--- src/rtl/enc_image_defs.svh ---
// constants of the encoder process-image block: timing, image layout, register map
`ifndef ENC_IMAGE_DEFS_SVH
`define ENC_IMAGE_DEFS_SVH

// ----------------------------------------
// timing
// ----------------------------------------
`define CLK_FREQ_MHZ 10
`define SSI_HALF_NS 500
`define SSI_HALF_CYC ((`SSI_HALF_NS * `CLK_FREQ_MHZ + 999) / 1000)
`define PAUSE_US 30
`define PAUSE_CYC (`PAUSE_US * `CLK_FREQ_MHZ)
`define POS_BITS 32

// ----------------------------------------
// register indices (6-bit address)
// ----------------------------------------
`define REG_POSITION 6'h00
`define REG_COMPARE_A 6'h01
`define REG_COMPARE_B 6'h02
`define RST_COMPARE 32'h0000_0000
`define RST_POSITION 32'h0000_0000

// ----------------------------------------
// output image (controller to module) bit positions
// ----------------------------------------
`define OI_HALT 0
`define OI_CMP_A_EN 1
`define OI_CMP_A_CLR 2
`define OI_CMP_B_EN 3
`define OI_CMP_B_CLR 4
`define OI_WR_REQ 5
`define OI_RD_ADDR_LSB 8
`define OI_WR_ADDR_LSB 16
`define OI_WR_DATA_LSB 32

// ----------------------------------------
// input image (module to controller) bit positions
// ----------------------------------------
`define II_RD_ABORT 0
`define II_WR_ACK 1
`define II_WR_OK 2
`define II_HALTED 3
`define II_FAULT 4
`define II_RD_ECHO_LSB 8
`define II_CMP_A_EQ 16
`define II_CMP_A_GE 17
`define II_CMP_A_HIT 18
`define II_CMP_B_EQ 19
`define II_CMP_B_GE 20
`define II_CMP_B_HIT 21
`define II_RD_DATA_LSB 32

`endif

--- src/rtl/enc_image_pkg.sv ---
// types of the encoder process-image block
package enc_image_pkg;
  typedef enum logic [0:0] {
    ST_IDLE = 1'b0,
    ST_SHIFT = 1'b1
  } ssi_state_e;
  typedef logic [5:0] reg_addr_t;
  typedef logic [31:0] word_t;
endpackage

--- src/rtl/encoder_image_access.sv ---
// encoder input block: synchronous-serial reader, two comparators, register channel
// What this block does
// Exchange an eight-byte input image and an eight-byte output image with controller.
// Halt bit 0 reads encoder cyclically; halt bit 1 suspends encoder traffic.
// Comparator disabled holds its three flags at 0; enabled they follow comparison.
// Clear bit 1 resets that comparator's sticky flag unless position equals its compare value; 0 leaves it alone.
// Comparator A equal flag is 1 exactly while position equals compare value A.
// Write request overwrites the addressed compare register with the write data; a write to position is refused.
// Write request dropping to 0 clears the write acknowledge.
// Acknowledge 0 accepts one write and sets; acknowledge 1 ignores further writes.
// Write-succeeded flag tells whether the requested write was carried out.
// Read data shows the register at the read address when not aborted.
// Read address echo names the register the read data belong to.
// Unreadable address sets read abort; successful read clears it.
// Sticky flag sets on first equality and stays until cleared.
// Relational flag is 1 when position is at or above compare value.
// Halted status is 1 while halted, 0 while reading cyclically.
// Encoder fault flag is 1 on a faulty encoder line, 0 when present.
// Comparator B behaves like A using compare value B.
`timescale 1ns/1ps
`include "enc_image_defs.svh"
module encoder_image_access (
  input wire logic sys_clk_in,
  input wire logic rst_n_in,
  input wire logic [63:0] output_image_in,
  input wire logic encoder_data_in,
  output logic encoder_clk_out,
  output logic [63:0] input_image_out
);
  localparam int HALF_CYC = `SSI_HALF_CYC;
  localparam int PAUSE_CYC = `PAUSE_CYC;

  // ----------------------------------------
  // output image fields
  // ----------------------------------------
  logic halt_request;
  logic cmp_a_enable;
  logic cmp_a_clear;
  logic cmp_b_enable;
  logic cmp_b_clear;
  logic write_request;
  enc_image_pkg::reg_addr_t read_address;
  enc_image_pkg::reg_addr_t write_address;
  enc_image_pkg::word_t write_data;

  // field split of the controller's image
  assign halt_request = output_image_in[`OI_HALT];
  assign cmp_a_enable = output_image_in[`OI_CMP_A_EN];
  assign cmp_a_clear = output_image_in[`OI_CMP_A_CLR];
  assign cmp_b_enable = output_image_in[`OI_CMP_B_EN];
  assign cmp_b_clear = output_image_in[`OI_CMP_B_CLR];
  assign write_request = output_image_in[`OI_WR_REQ];
  assign read_address = output_image_in[`OI_RD_ADDR_LSB +: 6];
  assign write_address = output_image_in[`OI_WR_ADDR_LSB +: 6];
  assign write_data = output_image_in[`OI_WR_DATA_LSB +: 32];

  // ----------------------------------------
  // serial encoder reader
  // ----------------------------------------
  enc_image_pkg::ssi_state_e state;
  enc_image_pkg::ssi_state_e next_state;
  logic [8:0] timer;
  logic [8:0] next_timer;
  logic [5:0] bit_cnt;
  logic [5:0] next_bit_cnt;
  logic [31:0] shift;
  logic [31:0] next_shift;
  logic [31:0] position_value;
  logic [31:0] next_position_value;
  logic encoder_signal_fault;
  logic next_encoder_signal_fault;
  logic next_encoder_clk;

  // frame starts only after the monoflop pause, so a halt never cuts a frame short
  always_comb begin
    next_state = state;
    next_timer = timer;
    next_bit_cnt = bit_cnt;
    next_shift = shift;
    next_position_value = position_value;
    next_encoder_signal_fault = encoder_signal_fault;
    next_encoder_clk = encoder_clk_out;
    unique case (state)
      enc_image_pkg::ST_IDLE: begin
        if (timer != 9'h000) begin
          next_timer = timer - 9'h001;
        end else if (!halt_request) begin
          // idle line must be high; a low line means a broken cable
          next_encoder_signal_fault = ~encoder_data_in;
          next_encoder_clk = 1'b0;
          next_timer = 9'(HALF_CYC - 1);
          next_bit_cnt = 6'h00;
          next_state = enc_image_pkg::ST_SHIFT;
        end
      end
      enc_image_pkg::ST_SHIFT: begin
        if (timer != 9'h000) begin
          next_timer = timer - 9'h001;
        end else begin
          next_timer = 9'(HALF_CYC - 1);
          next_encoder_clk = ~encoder_clk_out;
          if (!encoder_clk_out) begin
            // data sampled msb first on each rising clock edge
            next_shift = {shift[30:0], encoder_data_in};
            next_bit_cnt = bit_cnt + 6'h01;
            if (bit_cnt == 6'(`POS_BITS - 1)) begin
              next_position_value = {shift[30:0], encoder_data_in};
              next_timer = 9'(PAUSE_CYC - 1);
              next_state = enc_image_pkg::ST_IDLE;
            end
          end
        end
      end
    endcase
  end

  // reader state registers; clock line idles high
  always_ff @(posedge sys_clk_in or negedge rst_n_in) begin
    if (!rst_n_in) begin
      state <= enc_image_pkg::ST_IDLE;
      timer <= 9'h000;
      bit_cnt <= 6'h00;
      shift <= 32'h0000_0000;
      position_value <= `RST_POSITION;
      encoder_signal_fault <= 1'b0;
      encoder_clk_out <= 1'b1;
    end else begin
      state <= next_state;
      timer <= next_timer;
      bit_cnt <= next_bit_cnt;
      shift <= next_shift;
      position_value <= next_position_value;
      encoder_signal_fault <= next_encoder_signal_fault;
      encoder_clk_out <= next_encoder_clk;
    end
  end

  // ----------------------------------------
  // comparators
  // ----------------------------------------
  logic cmp_a_equal;
  logic cmp_a_at_or_above;
  logic cmp_a_hit_latched;
  logic cmp_b_equal;
  logic cmp_b_at_or_above;
  logic cmp_b_hit_latched;
  enc_image_pkg::word_t compare_value_a;
  enc_image_pkg::word_t compare_value_b;

  // two identical channels on the shared position value
  compare_channel cmp_a_inst (
    .sys_clk_in(sys_clk_in),
    .rst_n_in(rst_n_in),
    .enable_in(cmp_a_enable),
    .clear_in(cmp_a_clear),
    .position_in(position_value),
    .compare_in(compare_value_a),
    .equal_out(cmp_a_equal),
    .at_or_above_out(cmp_a_at_or_above),
    .hit_latched_out(cmp_a_hit_latched)
  );
  compare_channel cmp_b_inst (
    .sys_clk_in(sys_clk_in),
    .rst_n_in(rst_n_in),
    .enable_in(cmp_b_enable),
    .clear_in(cmp_b_clear),
    .position_in(position_value),
    .compare_in(compare_value_b),
    .equal_out(cmp_b_equal),
    .at_or_above_out(cmp_b_at_or_above),
    .hit_latched_out(cmp_b_hit_latched)
  );

  // ----------------------------------------
  // register channel
  // ----------------------------------------
  enc_image_pkg::word_t next_compare_value_a;
  enc_image_pkg::word_t next_compare_value_b;
  logic write_acknowledge;
  logic next_write_acknowledge;
  logic write_succeeded;
  logic next_write_succeeded;
  enc_image_pkg::word_t read_data;
  enc_image_pkg::word_t next_read_data;
  enc_image_pkg::reg_addr_t read_echo;
  enc_image_pkg::reg_addr_t next_read_echo;
  logic read_abort;
  logic next_read_abort;
  logic write_accept;

  // a level request is taken once; the acknowledge blocks repeats
  assign write_accept = write_request & ~write_acknowledge;

  // position is read-only, so writing it is refused
  always_comb begin
    next_compare_value_a = compare_value_a;
    next_compare_value_b = compare_value_b;
    next_write_succeeded = write_succeeded;
    next_write_acknowledge = write_request & (write_acknowledge | write_accept);
    if (write_accept) begin
      next_write_succeeded = 1'b1;
      if (write_address == `REG_COMPARE_A) begin
        next_compare_value_a = write_data;
      end else if (write_address == `REG_COMPARE_B) begin
        next_compare_value_b = write_data;
      end else begin
        next_write_succeeded = 1'b0;
      end
    end
    next_read_echo = read_address;
    next_read_abort = 1'b0;
    next_read_data = 32'h0000_0000;
    if (read_address == `REG_POSITION) begin
      next_read_data = position_value;
    end else if (read_address == `REG_COMPARE_A) begin
      next_read_data = compare_value_a;
    end else if (read_address == `REG_COMPARE_B) begin
      next_read_data = compare_value_b;
    end else begin
      next_read_abort = 1'b1;
    end
  end

  // channel registers
  always_ff @(posedge sys_clk_in or negedge rst_n_in) begin
    if (!rst_n_in) begin
      compare_value_a <= `RST_COMPARE;
      compare_value_b <= `RST_COMPARE;
      write_acknowledge <= 1'b0;
      write_succeeded <= 1'b0;
      read_data <= 32'h0000_0000;
      read_echo <= 6'h00;
      read_abort <= 1'b0;
    end else begin
      compare_value_a <= next_compare_value_a;
      compare_value_b <= next_compare_value_b;
      write_acknowledge <= next_write_acknowledge;
      write_succeeded <= next_write_succeeded;
      read_data <= next_read_data;
      read_echo <= next_read_echo;
      read_abort <= next_read_abort;
    end
  end

  // ----------------------------------------
  // input image
  // ----------------------------------------
  logic [63:0] next_input_image;
  logic halted_status;

  // halted only once the reader has come to rest in idle
  assign halted_status = halt_request & (state == enc_image_pkg::ST_IDLE) & (timer == 9'h000);

  // packs every status into the eight returned bytes; spare bits read zero
  always_comb begin
    next_input_image = 64'h0000_0000_0000_0000;
    next_input_image[`II_RD_ABORT] = read_abort;
    next_input_image[`II_WR_ACK] = write_acknowledge;
    next_input_image[`II_WR_OK] = write_succeeded;
    next_input_image[`II_HALTED] = halted_status;
    next_input_image[`II_FAULT] = encoder_signal_fault;
    next_input_image[`II_RD_ECHO_LSB +: 6] = read_echo;
    next_input_image[`II_CMP_A_EQ] = cmp_a_equal;
    next_input_image[`II_CMP_A_GE] = cmp_a_at_or_above;
    next_input_image[`II_CMP_A_HIT] = cmp_a_hit_latched;
    next_input_image[`II_CMP_B_EQ] = cmp_b_equal;
    next_input_image[`II_CMP_B_GE] = cmp_b_at_or_above;
    next_input_image[`II_CMP_B_HIT] = cmp_b_hit_latched;
    next_input_image[`II_RD_DATA_LSB +: 32] = read_data;
  end

  // image register
  always_ff @(posedge sys_clk_in or negedge rst_n_in) begin
    if (!rst_n_in) begin
      input_image_out <= 64'h0000_0000_0000_0000;
    end else begin
      input_image_out <= next_input_image;
    end
  end
endmodule

--- src/rtl/compare_channel.sv ---
// one position comparator with equality, relational and sticky-match outputs
`timescale 1ns/1ps
module compare_channel (
  input wire logic sys_clk_in,
  input wire logic rst_n_in,
  input wire logic enable_in,
  input wire logic clear_in,
  input wire logic [31:0] position_in,
  input wire logic [31:0] compare_in,
  output logic equal_out,
  output logic at_or_above_out,
  output logic hit_latched_out
);
  logic next_equal;
  logic next_at_or_above;
  logic next_hit;

  // disabled comparator forces all three flags low; a match beats a clear
  always_comb begin
    next_equal = 1'b0;
    next_at_or_above = 1'b0;
    next_hit = 1'b0;
    if (enable_in) begin
      next_equal = (position_in == compare_in);
      next_at_or_above = (position_in >= compare_in);
      next_hit = (hit_latched_out & ~clear_in) | next_equal;
    end
  end

  // flags registered so that the image sees glitch-free values
  always_ff @(posedge sys_clk_in or negedge rst_n_in) begin
    if (!rst_n_in) begin
      equal_out <= 1'b0;
      at_or_above_out <= 1'b0;
      hit_latched_out <= 1'b0;
    end else begin
      equal_out <= next_equal;
      at_or_above_out <= next_at_or_above;
      hit_latched_out <= next_hit;
    end
  end
endmodule

--- config.mk ---
export PLATFORM = sky130hd
export DESIGN_NAME = encoder_image_access
export DESIGN_NICKNAME = d
export VERILOG_FILES = /design/src/rtl/enc_image_pkg.sv /design/src/rtl/encoder_image_access.sv /design/src/rtl/compare_channel.sv
export VERILOG_INCLUDE_DIRS = /design/src /design/src/rtl
export SDC_FILE = /design/constraint.sdc
export NUM_CORES = 1
export LEC_CHECK = 0
export BUFFER_PORTS_ARGS = -buffer_cell sky130_fd_sc_hd__buf_2
export CORE_ASPECT_RATIO = 0.5
export CORE_UTILIZATION = 58
export CTS_CLUSTER_SIZE = 30
export DETAILED_ROUTE_END_ITERATION = 10
export PLACE_DENSITY = 0.81
export SLEW_MARGIN = 20
export SYNTH_ARGS = -nofsm -noshare
export SYNTH_HDL_FRONTEND = slang
export SYNTH_SLANG_ARGS = --single-unit
--- constraint.sdc ---
create_clock -name sys_clk_in -period 2.8 [get_ports sys_clk_in]
set_input_delay 0.42 -clock sys_clk_in [delete_from_list [all_inputs] [get_ports sys_clk_in]]
set_output_delay 0.42 -clock sys_clk_in [all_outputs]
set_load 0.1 [all_outputs]
==> key figures, run 1 <==
Drt
  • DRT antenna net count: 0
  • Average wire per standard cell: 17.1 um
  • Iter 0 DRT Violations: 400
  • DRC: 0
  • Initial DRT Pass Iterations: 5
  • DRT Wirelength: ~22000 um
  • Routed vias: 7092
  • Vias per cell: 5.54

Final layout
  • Final Core Density: 0.685
  • Area Growth Syn to Fin: 13.4%
  • Register area: approximately 6000 um2
  • Most common cell after layout, fill and taps aside: dfrtp_1
  • # fillers: about 1200
  • Nets@finish: 1167
  • Ratio of cells with drive above 1 in the final layout: 0.245
  • Multi-input gate area in the final layout: roughly 4200 um2
  • Most frequent cells in the layout: 240 x dfrtp_1, 114 x nand2_1, 101 x buf_2

GRT
  • First-pass GRT wire length: around 36000 um
  • Total gr overflow: 0
  • Pin count of the biggest net entering global routing: 91
  • Initial antenna violation count: 1
  • Met3 usage: 0.0377
  • GR Util met2: 0.396
  • Vias in the first global route: 7376
  • GRT Total Usage: 0.235
  • GR peak layer: met2
  • Met1 GRT Util: 0.316

STA
  • Final Hold Viols: 0
  • Max Freq: 423 MHz
  • Worst Tran Pin Value: just under 0.7 ns
  • Setup violators final: 0
  • Setup_tns: 0 ns
  • RSZ-0062 raised after global routing: no
  • Relative slew slack: 0.546
  • Tcrit/Tclk final: 0.844
  • Final worst slack: around 0.44 ns
  • Clk_skew: between 0.01 and 0.015 ns
  • Crit path time final: between 2 and 2.5 ns
  • Pins Over Slew Limit: 0

Outcome
  • Outcome: complete, no violations

Logic synthesis
  • Top cells by area, synth: dfrtp_1 56%, mux2_2 10%, ha_1 7.7%
  • Mapped Area: around 11000 um2
  • Mean Syn Cell Area: 11.6 um2
  • Post-synth EDFFs: 0
  • Share of the synthesized area in the top cell type: 0.560
  • Seq cells post-synth: between 200 and 250
  • Async S/R FF share, synth: 1.00
  • Post-synth cell types: 50
  • Mapped Cells: 926
  • Cell taking the most area after synthesis: dfrtp_1
  • Warnings from Yosys: 0
  • Sequential area share after synthesis: 0.563
  • Synth Flop Type: dfrtp_1

Setup path
  • Crit path to: position_value[22]$_DFFE_PN0P_
  • Critical Path Source Type: register
  • RR Endpoint: position_value[22]$_DFFE_PN0P_
  • Worst Path Max Fanout: 24
  • Max stage delay on crit path: 0.75 ns
  • Crit-path slowest cell: or4_1
  • Worst endpoint data arrival time: 2.76 ns
  • Crit path top cell by count: nand2_1
  • Crit. End Element: register
  • RR Startpoint: timer[0]$_DFFE_PN0P_
  • Crit Path Category: reg -> reg
  • Reg2reg setup slack: around 0.44 ns
  • CP Cell Sequence: inv_1 -> ha_1 -> nor4b_4 -> nand3b_2 -> or4_1 -> buf_12 -> nand2_1 -> nand2_1
  • Req. time, crit path: approximately 3.2 ns
  • CP startpoint: timer[0]$_DFFE_PN0P_
  • Reg2reg path depth: 8

Clock network
  • CTS buffer count: 22
  • CTS tree: done
  • Clk sinks: 241
  • H-Tree Depth: 1
  • Root buf cell: clkbuf_16
  • Clock transition at path regs: 0.07 ns
  • Longest Clk Path Bufs: 3
  • Post-CTS Repair Setup Buffers: 0
  • Worst skew pair latency: just over 0.5 ns

Placed design
  • IO buf count: 102
  • RD Place Congestion: around 0.87
  • Post-DP HPWL: about 15000 um
  • Post-Place Worst Slack: approximately 0.47 ns

Die
  • Initial Utilization: 0.604
  • # rows: 34
  • # IOs: roughly 130
  • Overall die area: about 19000 um2
  • Die Wd: around 200 um
  • Die Ht: roughly 98 um
  • Placeable Area: between 15000 and 20000 um2

Hold path
  • Worst hold stages: 1
  • Worst Hold Class: in -> reg

Power and ir drop
  • Pleak: 6.32 nW
  • Worst vdd ir: between 0.0004 and 0.0005 V
  • Pwr per Cell Area: between 600 and 700 nW/um2

Job
  • MaxCap Viol Count: 0
Yosys cell counts (2+ instances only):
master and count:
buf_6 3, dfrtp_1 240, nor2_1 76, o211ai_1 4, nand3_1 12, clkbuf_1 15, o21ai_0 13, nand2_1 114
nor3_1 7, nor4bb_1 2, a31oi_1 2, nand2b_1 5, a21boi_0 4, a21o_1 10, a21oi_1 59, o311ai_0 2
a221oi_1 2, xnor2_1 4, or4_1 3, inv_1 72, ha_1 66, and4_1 6, a22o_1 3, buf_4 16
o31ai_1 4, nand3b_1 2, nor2b_1 4, a2111oi_0 2, or2_2 2, buf_2 16, o2111a_1 2, nand4_1 10
mux2i_1 33, mux2_2 95
layout make-up:
type                    count  area share
flip-flops and latches    241       0.496
multi-input cells         577       0.344
repair buffers            120      0.0583
clock buffers              32      0.0526
well taps                 234      0.0241
inverters                  72      0.0222
clock inverters             4     0.00196
diodes                      1    0.000206
metrics by stage:
step                      total power [mW]  cells  hold WS [ns]  cell area (um2)
after floorplan                       4.85    940         0.124            10800
after global placement                5.13   1243         0.331            11500
after detailed placement              5.20   1243         0.335            11500
after CTS                             8.03   1280        0.0272            12200
after global routing                  8.32   1281        0.0247            12200
final                                 7.98   1281        0.0360            12200
worst max-delay path: cells and delay by family (launching register included):
family | cells | cell delay, ns
adder cells (fa/ha/maj) | 1 | 0.21
flip-flops | 1 | 0.41
buffers and inverters | 2 | 0.34
AND/OR/NAND/NOR | 5 | 1.29
layer usage:
metal	share of wire	routed length, um
met4	0.028	605
met1	0.46	9980
met2	0.47	10300
met3	0.043	933
met5	0	0
kinds of logic after synthesis:
family | share of synthesized area
flops | 0.563
xor+xnor | 0.00409
other cells | 0.000350
fa+ha+maj | 0.0771
compound gates | 0.0618
mux | 0.131
simple gates | 0.111
buf+inv | 0.0523
power by group:
| part | switching (mW) | internal (mW) | leakage (nW) |
|---|---|---|---|
| Clock | 1.24 | 1.58 | 0.328 |
| Sequential | 0.211 | 3.70 | 3.24 |
| Combinational | 0.787 | 0.464 | 2.76 |
| Total | 2.24 | 5.74 | 6.32 |
timing repair:
action | CTS | global route
hold endpoints to repair | 84 | 0
resized for setup | 0 | 0
hold buffers | 1 | 0
state kept, by name, indices dropped and copies added (netlist names), 6 cells and up:
name             cells
timer                9
bit_cnt              6
compare_value_b     32
shift               31
input_image_out     49
position_value      32
read_data           32
compare_value_a     32
read_echo            6
worst min-delay path by stage:
stage	start	endpoint	slack, ns
2_1_floorplan	rst_n_in	bit_cnt[0]$_DFFE_PN0P_	0.12
3_3_place_gp	read_echo[5]$_DFF_PN0_	input_image_out[13]$_DFF_PN0_	0.33
3_5_place_dp	read_data[8]$_DFF_PN0_	input_image_out[40]$_DFF_PN0_	0.33
4_1_cts	output_image_in[12]	read_echo[4]$_DFF_PN0_	0.03
5_1_grt	output_image_in[12]	read_echo[4]$_DFF_PN0_	0.02
6_report	output_image_in[12]	read_echo[4]$_DFF_PN0_	0.04
Note: power is estimated with default switching activity, not from simulation.
==> run 2, diff against run 1 <==
- CORE_UTILIZATION: 58 -> 52
- PLACE_DENSITY: 0.81 -> 0.76
- clock period: 2.8 -> 1.9 ns (I/O delays scaled with it)
==> run 2 against run 1 <==
Net effect: the flow now finishes with violations (negative setup slack); die area rose by 11%; hold slack got worse by 0.013 ns; fmax rose by 7.2%; cell count rose by 9.4%; sequential power rose by 46%.
==> key figures, run 2 (synthesis results as in run 1) <==
Clock network
  • Root buf cell: clkbuf_16
  • Clk sinks: 241 (unchanged)
  • CTS buffer count: 22 (unchanged)
  • Longest Clk Path Bufs: 3 (unchanged)
  • Clock transition at path regs: 0.07 ns (about the same)
  • Worst skew pair latency: 0.51 ns (about the same)
  • H-Tree Depth: 1 (unchanged)
  • CTS tree: done

GRT
  • Vias in the first global route: 7474 (+1.3%)
  • Total gr overflow: 0 (unchanged)
  • Initial antenna violation count: 0 (-1)
  • GRT Total Usage: 0.231 (-0.00449)
  • Pin count of the biggest net entering global routing: 53 (-42%)
  • First-pass GRT wire length: 38700 um (+7.1%)

Hold path
  • Worst hold stages: 2 (+1)
  • Beginning of the worst hold path: output_image_in[53]
  • Worst Hold Class: in -> reg
  • Hold EP: compare_value_a[21]$_DFFE_PN0P_

Final layout
  • Most common cell after layout, fill and taps aside: dfrtp_1
  • Max reg flops: 49 (unchanged)
  • Multi-input gate area in the final layout: 4570 um2 (+9.1%)
  • Register area: 6040 um2 (+0.17%)
  • Largest Register: input_image_out
  • Final non-filler cell total: 1401 (+9.4%)
  • Area Growth Syn to Fin: 26.9%
  • Nets@finish: 1252 (+7.3%)
  • # fillers: 1391 (+12%)
  • Most frequent cells in the layout: 235 x dfrtp_1, 111 x nand2_1, 100 x buf_2
  • Ratio of cells with drive above 1 in the final layout: 0.337 (+0.0921)

Drt
  • DRT Wirelength: 26000 um (+19%)
  • Vias per cell: 5.42 (-2.1%)
  • Routed vias: 7590 (+7.0%)
  • Iter 0 DRT Violations: 599 (+50%)
  • DRT antenna net count: 0 (unchanged)
  • DRC: 0 (unchanged)
  • Initial DRT Pass Iterations: 5 (unchanged)
  • Average wire per standard cell: 18.5 um (+8.7%)

STA
  • RSZ-0062 raised after global routing: yes
  • Final Hold Viols: 0 (unchanged)
  • Crit path time final: 2.20 ns (-0.159 ns)
  • Tcrit/Tclk final: 1.16 (+0.316)
  • Setup_tns: -10.65 ns (-10.65 ns)
  • Final worst slack: -0.303 ns (-0.741 ns)
  • Worst Tran Pin Value: 0.776 ns (+0.0946 ns)
  • Pins Over Slew Limit: 0 (unchanged)
  • Clk_skew: 0.00985 ns (-0.00133 ns)
  • Setup violators final: 78 (+78)
  • Relative slew slack: 0.470 (-0.0764)
  • Max Freq: 454 MHz (+7.2%)

Outcome
  • Failing checks: negative setup slack
  • Outcome: complete, but fails checks

Die
  • # IOs: 132 (unchanged)
  • Initial Utilization: 0.541 (-0.0634)
  • # rows: 36 (+5.9%)
  • Overall die area: 21200 um2 (+11%)
  • Die Wd: 205 um (+5.6%)
  • Placeable Area: 19800 um2 (+12%)
  • Die Ht: 104 um (+5.5%)

Power and ir drop
  • Worst vdd ir: 0.000881 V (+100%)
  • Pleak: 6.95 nW (+9.9%)
  • Pwr per Cell Area: 967 nW/um2 (+47%)

Setup path
  • Crit Path Category: reg -> reg
  • Reg2reg setup slack: -0.30 ns (-0.74 ns)
  • Worst Path Max Fanout: 4 (-83%)
  • Req. time, crit path: 2.32 ns (-0.87 ns)
  • RR Startpoint: position_value[1]$_DFFE_PN0P_
  • RR Endpoint: cmp_a_inst.at_or_above_out$_DFF_PN0_
  • Crit. End Element: register
  • Critical Path Source Type: register
  • Reg2reg path depth: 6 (-2)
  • Worst endpoint data arrival time: 2.62 ns (-0.14 ns)

Placed design
  • RD Place Congestion: 0.818 (-5.7%)
  • Placed Cells: 1324 (+6.5%)
  • Post-DP HPWL: 15400 um (+6.2%)
  • IO buf count: 102 (unchanged)

Job
  • MaxCap Viol Count: 0 (unchanged)
[run 2: changes by cell type in the layout (fill, tap and decap cells not counted), moves of 6 or more]
| cell | previous run | this run |
|---|---|---|
| mux2_4 | 0 | 21 |
| buf_4 | 13 | 68 |
| buf_6 | 0 | 10 |
| o21ai_0 | 13 | 6 |
| dlygate4sd3_1 | 1 | 7 |
| ha_1 | 66 | 55 |
| buf_12 | 4 | 14 |
| mux2_2 | 95 | 74 |
| ha_4 | 0 | 11 |
[run 2: cell type report]
cell class                      count  area share
Antenna cell                        1    0.000184
Clock buffer                       28      0.0452
Clock inverter                     11      0.0121
Inverter                           72      0.0199
Multi-Input combinational cell    577       0.336
Sequential cell                   241       0.444
Tap cell                          266      0.0245
Timing Repair Buffer              205       0.118
[run 2: critical path: stages (launching register included)]
cell and delay (ns):
dfrtp_1 0.43, ha_1 0.30, nor2b_1 0.14, o211ai_1 0.12, a2111oi_0 0.71, o31ai_1 0.17, a31oi_1 0.24
[run 2: timing repair]
action | 4_1_cts | 5_1_grt
hold endpoints to repair | 53 | 0
setup buffers | 12 | 11
hold buffers | 7 | 0
cloned | 2 | 8
resized for setup | 46 | 52
pin swaps | 17 | 20
setup endpoints to repair | 83 | 86
[run 2: per-stage QoR]
| stage | hold WS (ns) | utilization | power, mW | worst slack, ns | instance area, um2 |
|---|---|---|---|---|---|
| 2_1_floorplan | -0.0106 | - | 7.16 | -0.103 | 10800 |
| 3_3_place_gp | 0.232 | 0.605 | 7.93 | -0.157 | 12000 |
| 3_5_place_dp | 0.235 | 0.605 | 8.03 | -0.187 | 12000 |
| 4_1_cts | 0.00827 | 0.664 | 13.0 | -0.164 | 13200 |
| 5_1_grt | 0.00984 | 0.686 | 13.6 | -0.344 | 13600 |
| 6_report | 0.0232 | 0.686 | 13.1 | -0.303 | 13600 |
[run 2: report_power, final]
part / total, mW / internal (mW) / leakage, nW / switching [mW]
clock network: 4.78 / 2.84 / 0.378 / 1.93
registers: 5.71 / 5.45 / 3.23 / 0.259
logic: 2.66 / 1.16 / 3.34 / 1.50
[run 2: metal layers]
layer,share of wire,up-vias,track usage
li1,-,3503,-
met1,0.45,3827,0.329
met2,0.47,210,0.376
met3,0.058,50,0.0362
met4,0.020,0,0.0439
met5,0,-,0
[run 2: worst max path at each step]
stage,slack (ns),start,cells past startpoint,to
final,-0.30,position_value[1]$_DFFE_PN0P_,6,cmp_a_inst.at_or_above_out$_DFF_PN0_
after CTS,-0.16,timer[1]$_DFFE_PN0P_,9,shift[5]$_DFFE_PN0P_
after detailed placement,-0.19,position_value[17]$_DFFE_PN0P_,7,cmp_a_inst.hit_latched_out$_DFF_PN0_
after floorplan,-0.10,encoder_clk_out$_DFFE_PN1P_,7,position_value[24]$_DFFE_PN0P_
after global routing,-0.34,compare_value_a[12]$_DFFE_PN0P_,6,cmp_a_inst.at_or_above_out$_DFF_PN0_
after global placement,-0.16,position_value[29]$_DFFE_PN0P_,7,cmp_a_inst.at_or_above_out$_DFF_PN0_
==> run 3, diff against run 2 <==
- GPL_ROUTABILITY_DRIVEN: not set -> 0
- clock period: 1.9 -> 2 ns (I/O delays scaled with it)
==> run 3 against run 2 <==
Net effect: the run still ends with negative setup slack left; fmax up 3.6%; cell count down 2.4%; critical path depth up 2; global-route usage down 0.30 points; design area down 1.9%; largest power group unchanged; first-iteration DRC count down 19%; register-to-register slack better by 0.18 ns; sequential share of layout area up 0.85 points; clock skew up 0.00082 ns; non-clock buffer count down 33; wire length down 0.28%.
==> key figures, run 3 (synthesis results as in run 1) <==
Setup path
  • Crit Path Category: reg -> reg
  • Req. time, crit path: 2.44 ns (+0.12 ns)
  • Crit path top cell by count: buf_4
  • Max stage delay on crit path: 0.41 ns (-0.30 ns)
  • CP startpoint: position_value[30]$_DFFE_PN0P_
  • RR Endpoint: cmp_b_inst.hit_latched_out$_DFF_PN0_
  • Worst Path Max Fanout: 4 (unchanged)
  • Crit path to: cmp_b_inst.hit_latched_out$_DFF_PN0_
  • Reg2reg setup slack: -0.13 ns (+0.18 ns)
  • Reg2reg path depth: 8 (+2)
  • RR Startpoint: position_value[30]$_DFFE_PN0P_
  • CP Cell Sequence: ha_1 -> nand4_1 -> nor4bb_4 -> buf_4 -> nand3_4 -> buf_4 -> buf_6 -> a21oi_2
  • Crit. End Element: register
  • Crit-path slowest cell: dfrtp_1
  • Worst endpoint data arrival time: 2.57 ns (-0.05 ns)
  • Critical Path Source Type: register

Outcome
  • Outcome: complete, but fails checks
  • Failing checks: negative setup slack

Die
  • Overall die area: 21200 um2 (unchanged)
  • Die Ht: 104 um (unchanged)
  • Placeable Area: 19800 um2 (unchanged)
  • # IOs: 132 (unchanged)
  • Die Wd: 205 um (unchanged)
  • Initial Utilization: 0.541 (unchanged)
  • # rows: 36 (unchanged)

Final layout
  • Antenna Cells: 0 (-1)
  • Most common cell after layout, fill and taps aside: dfrtp_1
  • Multi-input gate area in the final layout: 4590 um2 (+0.38%)
  • Most frequent cells in the layout: 236 x dfrtp_1, 100 x buf_2, 95 x mux2_2
  • # fillers: 1397 (+0.43%)
  • Largest Register: input_image_out
  • Nets@finish: 1219 (-2.6%)
  • Ratio of cells with drive above 1 in the final layout: 0.350 (+0.0134)
  • Final Core Density: 0.673 (-0.0131)
  • Max reg flops: 49 (unchanged)
  • Register area: 6040 um2 (about the same)
  • Area Growth Syn to Fin: 24.5%

Drt
  • Average wire per standard cell: 18.9 um (+2.1%)
  • Initial DRT Pass Iterations: 4 (-1)
  • Routed vias: 7469 (-1.6%)
  • DRT Wirelength: 25900 um (-0.28%)
  • Iter 0 DRT Violations: 484 (-19%)
  • DRC: 0 (unchanged)
  • DRT antenna net count: 0 (unchanged)
  • Vias per cell: 5.46 (+0.78%)

STA
  • Crit path time final: 2.13 ns (-0.0757 ns)
  • Final Hold Viols: 0 (unchanged)
  • Final worst slack: -0.127 ns (+0.176 ns)
  • Max Freq: 470 MHz (+3.6%)
  • Pins Over Slew Limit: 0 (unchanged)
  • Worst Tran Pin Value: 0.511 ns (-0.265 ns)
  • Tcrit/Tclk final: 1.06 (-0.0958)
  • RSZ-0062 raised after global routing: yes
  • Relative slew slack: 0.655 (+0.185)
  • Clk_skew: 0.0107 ns (+0.000820 ns)
  • Setup violators final: 37 (-53%)
  • Setup_tns: -2.34 ns (+8.31 ns)

Placed design
  • IO buf count: 102 (unchanged)
  • Post-Place Worst Slack: -0.112 ns (+0.0751 ns)
  • Post-DP HPWL: 15200 um (-1.7%)

GRT
  • GRT Total Usage: 0.228 (-0.00300)
  • Vias in the first global route: 7530 (+0.75%)
  • First-pass GRT wire length: 38700 um (-0.18%)
  • Total gr overflow: 0 (unchanged)
  • Initial antenna violation count: 2 (+2)
  • Pin count of the biggest net entering global routing: 72 (+36%)

Job
  • MaxCap Viol Count: 0 (unchanged)

Clock network
  • H-Tree Depth: 1 (unchanged)
  • CTS tree: done
  • Clock transition at path regs: 0.07 ns (about the same)
  • Worst skew pair latency: 0.51 ns (about the same)
  • Clk sinks: 241 (unchanged)
  • Root buf cell: clkbuf_16
  • Longest Clk Path Bufs: 3 (unchanged)
  • CTS buffer count: 22 (unchanged)

Power and ir drop
  • Worst vdd ir: 0.000618 V (-30%)
  • Pleak: 6.88 nW (-1.0%)
  • Pwr per Cell Area: 921 nW/um2 (-4.8%)

Hold path
  • Worst hold stages: 2 (unchanged)
  • Worst Hold Class: in -> reg
run 3: layout make-up:
type | count | share of cell area
tap | 266 | 0.0250
clock buffer | 32 | 0.0502
timing repair buffer | 172 | 0.0991
multi-input combinational | 577 | 0.344
inverter | 72 | 0.0203
sequential | 241 | 0.453
clock inverter | 8 | 0.00882
run 3: worst max-delay path, delay by kind of cell (launching register included):
| family | cells | cell delay (ns) |
|---|---|---|
| simple gates | 3 | 0.71 |
| buf+inv | 3 | 0.49 |
| flops | 1 | 0.41 |
| compound gates | 1 | 0.12 |
| fa+ha+maj | 1 | 0.32 |
run 3: layer usage:
layer / part of all wire / routed length, um / vias up / global-route usage
met5: 0.00089 / 23 / - / 0
met4: 0.021 / 555 / 4 / 0.0550
met3: 0.056 / 1450 / 46 / 0.0415
met2: 0.48 / 12500 / 169 / 0.371
met1: 0.44 / 11300 / 3808 / 0.316
li1: - / - / 3442 / -
run 3: stage by stage:
| stage | total power, mW | area [um2] | hold slack (ns) | instances |
|---|---|---|---|---|
| 2_1_floorplan | 6.80 | 10800 | 0.00441 | 940 |
| 3_3_place_gp | 7.40 | 11700 | 0.234 | 1295 |
| 3_5_place_dp | 7.47 | 11700 | 0.238 | 1295 |
| 4_1_cts | 12.1 | 12700 | 0.0282 | 1345 |
| 5_1_grt | 12.8 | 13300 | 0.0311 | 1368 |
| 6_report | 12.3 | 13300 | 0.0339 | 1368 |
run 3: how the worst min path moves through the flow:
stage	startpoint	endpoint	slack [ns]
after global placement	rst_n_in	compare_value_a[5]$_DFFE_PN0P_	0.23
after detailed placement	rst_n_in	compare_value_a[5]$_DFFE_PN0P_	0.24
final	output_image_in[39]	compare_value_a[7]$_DFFE_PN0P_	0.03
after floorplan	rst_n_in	bit_cnt[0]$_DFFE_PN0P_	0.004
after global routing	output_image_in[54]	compare_value_a[22]$_DFFE_PN0P_	0.03
after CTS	output_image_in[61]	compare_value_b[29]$_DFFE_PN0P_	0.03
run 3: report_power, final:
group	switching, mW	internal (mW)
clock	1.86	2.71
sequential	0.241	5.18
combinational	1.34	0.950
total	3.44	8.85
run 3: timing repair:
action	4_1_cts	5_1_grt
gates resized for setup	14	93
gates cloned	0	9
buffers inserted	4	14
endpoints found under the hold margin	48	0
hold buffers	6	0
pin swaps	11	66
endpoints found under the setup margin	64	80
